==> src/hdl/adc_seq_pkg.sv <==
// Shared constants, types and register map of the converter sequencer
package adc_seq_pkg;

  // APB address width and data width
  localparam int ADDR_W = 12;
  localparam int DATA_W = 32;

  // Register indices as printed; the byte address is four times the index
  localparam logic [ADDR_W-1:0] IDX_IRQ_CONTROL = 12'h02c;
  localparam logic [ADDR_W-1:0] IDX_RESULT = 12'h0d0;
  localparam logic [ADDR_W-1:0] IDX_CONTROL = 12'h0e1;
  localparam logic [ADDR_W-1:0] ADDR_IRQ_CONTROL = 12'(IDX_IRQ_CONTROL * 4);
  localparam logic [ADDR_W-1:0] ADDR_RESULT = 12'(IDX_RESULT * 4);
  localparam logic [ADDR_W-1:0] ADDR_CONTROL = 12'(IDX_CONTROL * 4);

  // Event status and mask, byte addresses
  localparam logic [ADDR_W-1:0] ADDR_EVENT_STATUS = 12'h400;
  localparam logic [ADDR_W-1:0] ADDR_EVENT_MASK = 12'h404;

  // Control register fields
  localparam int CH_LO = 0;
  localparam int RUN_BIT = 4;
  localparam int TM_LO = 5;
  localparam logic [7:0] CONTROL_RESET = 8'h80;
  localparam logic [7:0] CONTROL_ONES = 8'h80;

  // Interrupt control register fields
  localparam int DONE_BIT = 1;
  localparam int IE_BIT = 3;
  localparam logic [7:0] IRQ_CONTROL_RESET = 8'hc0;
  localparam logic [7:0] IRQ_CONTROL_ONES = 8'hc0;

  // Event bits
  localparam int EV_W = 2;
  localparam int EV_DONE = 0;
  localparam int EV_ABORT = 1;

  // Conversion lengths in master clocks, indexed by the time field
  localparam int unsigned CONV_CLOCKS [4] = '{384, 256, 192, 128};
  // Each conversion is split into equal steps: sample steps, then one per bit
  localparam int unsigned CONV_STEPS = 16;
  localparam logic [3:0] SAMPLE_LAST = 4'h7;
  localparam int STEP_W = 5;

  // Step length for a time field value
  function automatic logic [STEP_W-1:0] step_of(input logic [1:0] sel);
    step_of = STEP_W'(CONV_CLOCKS[sel] / CONV_STEPS);
  endfunction

  // Sequencer states
  typedef enum logic [1:0] {
    st_idle = 2'b00,
    st_sample = 2'b01,
    st_trial = 2'b10
  } state_type;

  // Drive toward the analog multiplexer and comparator
  typedef struct packed {
    logic [1:0] channel;
    logic sample;
    logic [7:0] trial;
  } analog_drive_type;

endpackage

==> src/hdl/adc_sequencer_control.sv <==
// Sequencer, register file and interrupt logic of the 8-bit converter
//
// Behaviour
// - One of four inputs is converted per run and yields an 8-bit result.
// - Control bits 1:0 pick input 0 to 3 by their binary value.
// - The channel is latched at start and field changes during a run are ignored.
// - Writing one to control bit 4 starts a run, and the bit reads one while busy.
// - Writing zero to control bit 4 during a run stops it.
// - The run bit clears itself when a conversion completes.
// - Control bits 6:5 give 384, 256, 192 or 128 clocks per conversion.
// - A length change during a run applies only to later runs.
// - At completion the result goes into the read-only result register.
// - The done flag, bit 1, is set at completion and is cleared by a software zero or by any reset source.
// - Interrupt control bit 3 enables the completion request.
// - Control resets to 80H, bit 7 reads one and bits 3:2 read zero.
// - Every reset source returns interrupt control to C0H.
// - The result register has no defined reset value.
module adc_sequencer_control
  import adc_seq_pkg::*;
(
  input wire logic clk,
  input wire logic nrst,
  input wire logic break_reset,
  input wire logic trap_reset,
  input wire logic [ADDR_W-1:0] paddr,
  input wire logic psel,
  input wire logic penable,
  input wire logic pwrite,
  input wire logic [DATA_W-1:0] pwdata,
  output logic [DATA_W-1:0] prdata,
  output logic pready,
  output logic pslverr,
  input wire logic comparator_high,
  output analog_drive_type analog,
  output logic irq_request,
  output logic irq
);

  ////////////////////////////////////////////////////////////////////////
  // Declarations

  logic soft_reset;
  logic commit;
  logic wr;
  logic hit_control;
  logic hit_irq_control;
  logic hit_status;
  logic hit_mask;
  logic [DATA_W-1:0] next_prdata;
  logic next_pslverr;
  logic [7:0] control_read;
  logic [7:0] irq_control_read;

  logic [1:0] channel_select;
  logic [1:0] conv_time_sel;
  logic conversion_run;
  logic conversion_done_flag;
  logic done_irq_enable;
  logic [7:0] adc_result;
  logic [EV_W-1:0] event_status;
  logic [EV_W-1:0] event_mask;

  logic [2:0] comp_sync;
  logic comp_level;

  state_type state;
  logic [STEP_W-1:0] step_cnt;
  logic [STEP_W-1:0] step_len;
  logic [3:0] phase;
  logic [7:0] trial_bit;
  logic [7:0] next_code;
  logic step_end;
  logic start;
  logic abort;
  logic finish;

  ////////////////////////////////////////////////////////////////////////
  // Reset sources

  // Break and opcode trap act as synchronous resets of the register state
  assign soft_reset = break_reset | trap_reset;

  ////////////////////////////////////////////////////////////////////////
  // APB slave

  // Access phase completes on the second cycle, when pready is high
  assign commit = psel & penable & pready;
  assign wr = commit & pwrite;

  // Address decode
  always_comb begin
    hit_control = 1'b0;
    hit_irq_control = 1'b0;
    hit_status = 1'b0;
    hit_mask = 1'b0;
    if (paddr == ADDR_CONTROL) begin
      hit_control = 1'b1;
    end else if (paddr == ADDR_IRQ_CONTROL) begin
      hit_irq_control = 1'b1;
    end else if (paddr == ADDR_EVENT_STATUS) begin
      hit_status = 1'b1;
    end else if (paddr == ADDR_EVENT_MASK) begin
      hit_mask = 1'b1;
    end
  end

  // Read images: unprovided bits read one, reserved bits read zero
  always_comb begin
    control_read = CONTROL_ONES;
    control_read[CH_LO +: 2] = channel_select;
    control_read[RUN_BIT] = conversion_run;
    control_read[TM_LO +: 2] = conv_time_sel;
    irq_control_read = IRQ_CONTROL_ONES;
    irq_control_read[DONE_BIT] = conversion_done_flag;
    irq_control_read[IE_BIT] = done_irq_enable;
  end

  // Read mux; an unmapped address reads zero and answers an error
  always_comb begin
    next_prdata = '0;
    next_pslverr = 1'b0;
    if (paddr == ADDR_CONTROL) begin
      next_prdata = {24'h00_0000, control_read};
    end else if (paddr == ADDR_IRQ_CONTROL) begin
      next_prdata = {24'h00_0000, irq_control_read};
    end else if (paddr == ADDR_RESULT) begin
      next_prdata = {24'h00_0000, adc_result};
    end else if (paddr == ADDR_EVENT_STATUS) begin
      next_prdata = {30'h0000_0000, event_status};
    end else if (paddr == ADDR_EVENT_MASK) begin
      next_prdata = {30'h0000_0000, event_mask};
    end else begin
      next_pslverr = 1'b1;
    end
  end

  // Answer flops; one wait state keeps every bus output registered
  // Trade-off: each access costs a cycle, but no bus output is combinational
  always_ff @(posedge clk or negedge nrst) begin
    if (!nrst) begin
      pready <= 1'b0;
      pslverr <= 1'b0;
      prdata <= '0;
    end else if (psel && penable && !pready) begin
      pready <= 1'b1;
      pslverr <= next_pslverr;
      prdata <= pwrite ? '0 : next_prdata;
    end else begin
      pready <= 1'b0;
      pslverr <= 1'b0;
      prdata <= '0;
    end
  end

  ////////////////////////////////////////////////////////////////////////
  // Control register

  // Channel and time fields may be written any time; the run latches them
  always_ff @(posedge clk or negedge nrst) begin
    if (!nrst) begin
      channel_select <= CONTROL_RESET[CH_LO +: 2];
      conv_time_sel <= CONTROL_RESET[TM_LO +: 2];
    end else if (soft_reset) begin
      channel_select <= CONTROL_RESET[CH_LO +: 2];
      conv_time_sel <= CONTROL_RESET[TM_LO +: 2];
    end else if (wr && hit_control) begin
      channel_select <= pwdata[CH_LO +: 2];
      conv_time_sel <= pwdata[TM_LO +: 2];
    end
  end

  // Run bit: completion wins over a software write in the same cycle
  always_ff @(posedge clk or negedge nrst) begin
    if (!nrst) begin
      conversion_run <= CONTROL_RESET[RUN_BIT];
    end else if (soft_reset) begin
      conversion_run <= CONTROL_RESET[RUN_BIT];
    end else if (finish) begin
      conversion_run <= 1'b0;
    end else if (wr && hit_control) begin
      conversion_run <= pwdata[RUN_BIT];
    end
  end

  // Start only from idle; a repeated one while busy keeps the run going
  // Such a write neither restarts nor lengthens the run in progress
  assign start = wr && hit_control && pwdata[RUN_BIT] && !conversion_run && !finish;
  assign abort = wr && hit_control && !pwdata[RUN_BIT] && conversion_run && !finish;

  ////////////////////////////////////////////////////////////////////////
  // Comparator input synchroniser

  // Three flops; the level moves only when the last two agree
  // The filtered level trails the pin by four cycles, so the shortest step
  // of eight clocks still leaves the comparator time to settle
  always_ff @(posedge clk or negedge nrst) begin
    if (!nrst) begin
      comp_sync <= 3'h0;
    end else begin
      comp_sync <= {comp_sync[1:0], comparator_high};
    end
  end

  // Filtered comparator level
  always_ff @(posedge clk or negedge nrst) begin
    if (!nrst) begin
      comp_level <= 1'b0;
    end else if (comp_sync[1] == comp_sync[2]) begin
      comp_level <= comp_sync[2];
    end
  end

  ////////////////////////////////////////////////////////////////////////
  // Successive approximation sequencer

  // Sixteen equal steps: eight for sampling, then one per result bit
  assign step_end = (step_cnt == STEP_W'(step_len - 5'h1));
  assign finish = (state == st_trial) && step_end && trial_bit[0];

  // Keep the trial bit if the input is at or above the trial level
  always_comb begin
    next_code = analog.trial;
    if (!comp_level) begin
      next_code = analog.trial & ~trial_bit;
    end
    next_code = next_code | (trial_bit >> 1);
  end

  // Step timing and phase; the length is fixed when the run starts
  always_ff @(posedge clk or negedge nrst) begin
    if (!nrst) begin
      state <= st_idle;
      step_cnt <= '0;
      step_len <= '0;
      phase <= 4'h0;
      trial_bit <= 8'h00;
    end else if (soft_reset || abort) begin
      state <= st_idle;
      step_cnt <= '0;
      phase <= 4'h0;
      trial_bit <= 8'h00;
    end else if (start) begin
      state <= st_sample;
      step_cnt <= '0;
      step_len <= step_of(pwdata[TM_LO +: 2]);
      phase <= 4'h0;
      trial_bit <= 8'h00;
    end else if (state != st_idle) begin
      if (step_end) begin
        step_cnt <= '0;
        phase <= 4'(phase + 4'h1);
        if (state == st_sample && phase == SAMPLE_LAST) begin
          state <= st_trial;
          trial_bit <= 8'h80;
        end else if (state == st_trial) begin
          trial_bit <= trial_bit >> 1;
          if (trial_bit[0]) begin
            state <= st_idle;
          end
        end
      end else begin
        step_cnt <= STEP_W'(step_cnt + 5'h1);
      end
    end
  end

  // Analog drive: channel latched at start, sample window, trial code
  always_ff @(posedge clk or negedge nrst) begin
    if (!nrst) begin
      analog <= '0;
    end else if (soft_reset || abort) begin
      analog.sample <= 1'b0;
      analog.trial <= 8'h00;
    end else if (start) begin
      analog.channel <= pwdata[CH_LO +: 2];
      analog.sample <= 1'b1;
      analog.trial <= 8'h00;
    end else if (step_end && state == st_sample && phase == SAMPLE_LAST) begin
      analog.sample <= 1'b0;
      analog.trial <= 8'h80;
    end else if (step_end && state == st_trial) begin
      analog.trial <= next_code;
    end
  end

  // Result register; deliberately left without a reset value
  // Read it only after the run bit clears; a stopped run leaves the old value
  always_ff @(posedge clk) begin
    if (finish) begin
      adc_result <= next_code;
    end
  end

  ////////////////////////////////////////////////////////////////////////
  // Interrupt control register

  // Done flag: set wins over a software clear; writing one has no effect
  always_ff @(posedge clk or negedge nrst) begin
    if (!nrst) begin
      conversion_done_flag <= IRQ_CONTROL_RESET[DONE_BIT];
    end else if (soft_reset) begin
      conversion_done_flag <= IRQ_CONTROL_RESET[DONE_BIT];
    end else if (finish) begin
      conversion_done_flag <= 1'b1;
    end else if (wr && hit_irq_control && !pwdata[DONE_BIT]) begin
      conversion_done_flag <= 1'b0;
    end
  end

  // Completion interrupt enable
  always_ff @(posedge clk or negedge nrst) begin
    if (!nrst) begin
      done_irq_enable <= IRQ_CONTROL_RESET[IE_BIT];
    end else if (soft_reset) begin
      done_irq_enable <= IRQ_CONTROL_RESET[IE_BIT];
    end else if (wr && hit_irq_control) begin
      done_irq_enable <= pwdata[IE_BIT];
    end
  end

  // Request toward the interrupt controller, one cycle behind the flags
  always_ff @(posedge clk or negedge nrst) begin
    if (!nrst) begin
      irq_request <= 1'b0;
    end else begin
      irq_request <= conversion_done_flag & done_irq_enable;
    end
  end

  ////////////////////////////////////////////////////////////////////////
  // Event status, mask and level interrupt

  // Sticky events, cleared by writing one; a new event wins over the clear
  // The abort event lets software tell a stopped run from a finished one
  always_ff @(posedge clk or negedge nrst) begin
    if (!nrst) begin
      event_status <= '0;
    end else if (soft_reset) begin
      event_status <= '0;
    end else begin
      for (int i = 0; i < EV_W; i++) begin
        if ((i == EV_DONE && finish) || (i == EV_ABORT && abort)) begin
          event_status[i] <= 1'b1;
        end else if (wr && hit_status && pwdata[i]) begin
          event_status[i] <= 1'b0;
        end
      end
    end
  end

  // Mask, same layout as the status
  always_ff @(posedge clk or negedge nrst) begin
    if (!nrst) begin
      event_mask <= '0;
    end else if (soft_reset) begin
      event_mask <= '0;
    end else if (wr && hit_mask) begin
      event_mask <= pwdata[EV_W-1:0];
    end
  end

  // Level interrupt, registered so the output comes from a flop
  always_ff @(posedge clk or negedge nrst) begin
    if (!nrst) begin
      irq <= 1'b0;
    end else begin
      irq <= |(event_status & event_mask);
    end
  end

endmodule // adc_sequencer_control

==> config.mk <==
export PLATFORM = sky130hd
export DESIGN_NAME = adc_sequencer_control
export DESIGN_NICKNAME = d
export VERILOG_FILES = /design/src/hdl/adc_seq_pkg.sv /design/src/hdl/adc_sequencer_control.sv
export SDC_FILE = /design/constraint.sdc
export NUM_CORES = 1
export LEC_CHECK = 0
export CAP_MARGIN = 20
export CORE_ASPECT_RATIO = 0.75
export CORE_UTILIZATION = 40
export DETAILED_ROUTE_END_ITERATION = 10
export DONT_BUFFER_PORTS = 1
export RECOVER_POWER = 50
export SLEW_MARGIN = 20
export SYNTH_ARGS = -nofsm -noshare
export SYNTH_HDL_FRONTEND = slang
export SYNTH_SLANG_ARGS = --single-unit
==> constraint.sdc <==
create_clock -name clk -period 5.5 [get_ports clk]
set_input_delay 0.275 -clock clk [delete_from_list [all_inputs] [get_ports clk]]
set_output_delay 0.275 -clock clk [all_outputs]
set_load 0.1 [all_outputs]
==> metrics.json <==
{
  "status": {
    "status": "complete, but fails checks",
    "failed_checks": "capacitance limit, slew limit"
  },
  "clock_tree": {
    "cts-buffers-inserted": 9,
    "root_buffer": "clkbuf_16",
    "cts.sinks": 68,
    "htreeDepth": 3,
    "cts_tree": "done",
    "clk-insertion-delay-late_ns": 0.33,
    "cts_max_path_buffers": 2,
    "clock_transition_at_the_registers_of_the_reported_paths_ns": 0.05,
    "cts_setup_buffers": 0
  },
  "worst_setup_path": {
    "worst_ep_required_time_ns": 5.21,
    "worst-endpoint-arrival_ns": 3.09,
    "critPathSlowestCell": "clkbuf_1",
    "crit_path_max_incr_delay_ns": 2.26,
    "path_buf_inv": 2,
    "timing.critical_path.from_type": "input port",
    "critical-path-top-delay-family": "buffers and inverters",
    "critPathCaptureType": "asynchronous set/reset pin",
    "worstPathCellList": "dlygate4sd3_1 -> clkbuf_1",
    "critical_path_class": "in -> async",
    "worst-path-max-fanout": 60
  },
  "sta": {
    "worst-slew-pin-transition_ns": 3.212,
    "max_slew_margin": -1.141,
    "timing.final.setup_violations": 0,
    "worst_setup_slack_final_ns": 2.121,
    "setup_repair_after_global_routing_missed_its_margin": "false",
    "setup_tns_ns": 0,
    "post-route-min-period_ns": 3.379,
    "fmaxAchievable_mhz": 295.9,
    "timing_max_transition_violations_final": 61,
    "final.setup_skew_ns": 0.005192,
    "hold_viol_final": 0,
    "timing.hold.ws_ns": 0.03592,
    "final.period_utilization": 0.6144
  },
  "pwr": {
    "pwr_density_cell_nw_per_um2": 310.7,
    "p_leak_nw": 1.554,
    "peakVddDrop_mv": 0.2012,
    "total_power_mw": 1.144
  },
  "routing": {
    "avgViaCountPerCell": 5.170,
    "drtAntennaViolNets": 0,
    "detailedRoute.firstIterationViolations": 119,
    "dr_total_vias": 2223,
    "wire_per_inst_um": 15.95,
    "drt-pass1-iter-count": 4,
    "drc": 0,
    "routed_wirelength_um": 6857
  },
  "global_routing": {
    "grt_overflow": 0,
    "globalRouteTotalUtil": 0.1654,
    "grt_pass1_vias": 2034,
    "grt_most_used_layer": "met1",
    "grt_antenna_before_repair": 0,
    "groute.layer.met2.usage": 0.2132,
    "wire_length_of_the_first_global_routing_pass_um": 10830,
    "grt_max_degree": 61,
    "met3_usage": 0.06986,
    "globalRouteMet1Util": 0.2470
  },
  "placement": {
    "hpwlAfterDp_um": 4800,
    "port-buffer-count": 0,
    "gp_congestion": 0.7445,
    "placement.setup.worst_slack_ns": 2.651
  },
  "logic_synthesis": {
    "synth_seq_cells": 68,
    "post_synth_num_cell_types": 58,
    "synthTopCellsByArea": "dfrtp_1, edfxtp_1, buf_4",
    "post_synth.cell_area_avg_sq_um": 10.78,
    "syn_std_cell_area_sq_um": 3427,
    "post_synth_inst_count": 318,
    "post-synth-top-area-cell": "dfrtp_1",
    "asyncSetResetFlopFracSynth": 0.8824,
    "synth_largest_type_area_fraction": 0.4381,
    "synth_flop_cell": "dfrtp_1",
    "seq_area_frac_synth": 0.5082,
    "synth-edff-count": 8,
    "synthesis.yosys.warnings": 0
  },
  "die": {
    "floorplan.io_pins": 99,
    "number_of_core_rows": 28,
    "fp.dieH_um": 82.16,
    "initial_utilization": 0.4235,
    "placeableCoreArea_sq_um": 8093,
    "die_area_sq_um": 8946,
    "fp.dieW_um": 108.9
  },
  "layout": {
    "final_util": 0.4549,
    "design.final.nets": 375,
    "post_route_cells_drive_above_1_share": 0.1077,
    "final_common_cell": "dfrtp_1",
    "most-common-layout-cells": "dfrtp_1, nor2_1, a21oi_1",
    "filler_cell_count": 763,
    "antenna_cells": 0,
    "layout-area-overhead-vs-synth_pct": 7.411
  },
  "worst_hold_path": {
    "holdCritPathClass": "in -> reg"
  },
  "job": {
    "drv_cap": 1
  }
}
==> logic make-up (layout without fill, tap and decap cells) <==
group | after synthesis | count (layout) | synth area share
AND/OR/NAND/NOR | 127 | 127 | 0.2176
flip-flops | 68 | 68 | 0.5082
AO/OA/AOI/OAI | 51 | 51 | 0.09784
buffers and inverters | 42 | 26 | 0.08397
multiplexers | 18 | 18 | 0.05549
XOR/XNOR | 7 | 7 | 0.02191
adder cells (fa/ha/maj) | 4 | 4 | 0.01387
other | 1 | 24 | 0.001094
==> per-stage QoR <==
stage	cells	area, sq um
6_report	430	3681
3_5_place_dp	411	3383
5_1_grt	430	3681
4_1_cts	430	3705
2_1_floorplan	341	3513
3_3_place_gp	411	3383
==> repair_timing <==
action	in CTS	in global routing
hold endpoints to repair	61	0
resized for setup	0	0
hold buffers	3	0
==> routing by layer <==
layer | vias to the layer above | share of wire
li1 | 1085 | -
met1 | 1076 | 0.51
met2 | 55 | 0.42
met3 | 7 | 0.058
met4 | 0 | 0.0089
met5 | - | 0
==> cell usage after synthesis (3+ instances only) <==
library cell,count
dfrtp_1,60
and2b_2,3
nor2_1,27
buf_4,25
a21o_1,7
nand4_1,8
ha_1,3
and4_1,3
a21oi_1,26
nor3_1,9
edfxtp_1,8
nor2b_1,4
xor2_1,4
nand2b_1,12
mux2i_1,16
o21ai_0,3
buf_6,3
inv_1,6
a22oi_1,4
or4_1,3
and2_1,4
nand3_1,14
nand2_1,21
==> layout make-up <==
cell class / count / area, sq um / area share
tap: 105 / 131.4 / 0.03569
inverter: 7 / 26.28 / 0.007138
clock inverter: 2 / 10.01 / 0.002719
sequential: 68 / 1742 / 0.4731
clock buffer: 14 / 264.0 / 0.07172
timing repair buffer: 3 / 23.77 / 0.006458
multi-input combinational: 231 / 1484 / 0.4031
==> final timing paths <==
kind / start / endpoint / slack, ns / depth (start not counted)
setup / recovery: nrst / irq_request$_DFF_PN0_ / 2.12 / 2
hold / removal: pwdata[6] / step_len[4]$_DFFE_PN0P_ / 0.04 / 1
setup reg to reg: pready$_DFF_PN0_ / analog[9]$_DFFE_PN0P_ / 2.62 / 5
hold reg to reg: comp_sync[0]$_DFF_PN0_ / comp_sync[1]$_DFF_PN0_ / 0.35 / 0
max in group clk: pready$_DFF_PN0_ / analog[9]$_DFFE_PN0P_ / 2.62 / 5
min in group asynchronous: nrst / analog[6]$_DFFE_PN0P_ / 1.57 / 2
==> sequential cells by signal, summed over array words and instances, names as in the netlist, 2 cells and up <==
signal and count:
trial_bit 8, prdata 8, step_cnt 5, comp_sync 3, phase 4, state 2
adc_result 8, conv_time_sel 2, event_mask 2, channel_select 2, event_status 2, analog 11
step_len 3
==> where the power goes <==
group          switching [mW]  internal [mW]  total, mW
clock network           0.198          0.328      0.526
logic                  0.0897        0.00859     0.0982
registers             0.00888          0.511      0.520
==> worst register-to-register path, cell delays in order, from the launching register on <==
cell	delay, ns
dfrtp_1	0.97
nand2_1	0.11
nor2_1	0.57
and2_4	0.33
and4_1	0.45
mux2_4	0.34
Power figures use the tool's default switching activity.
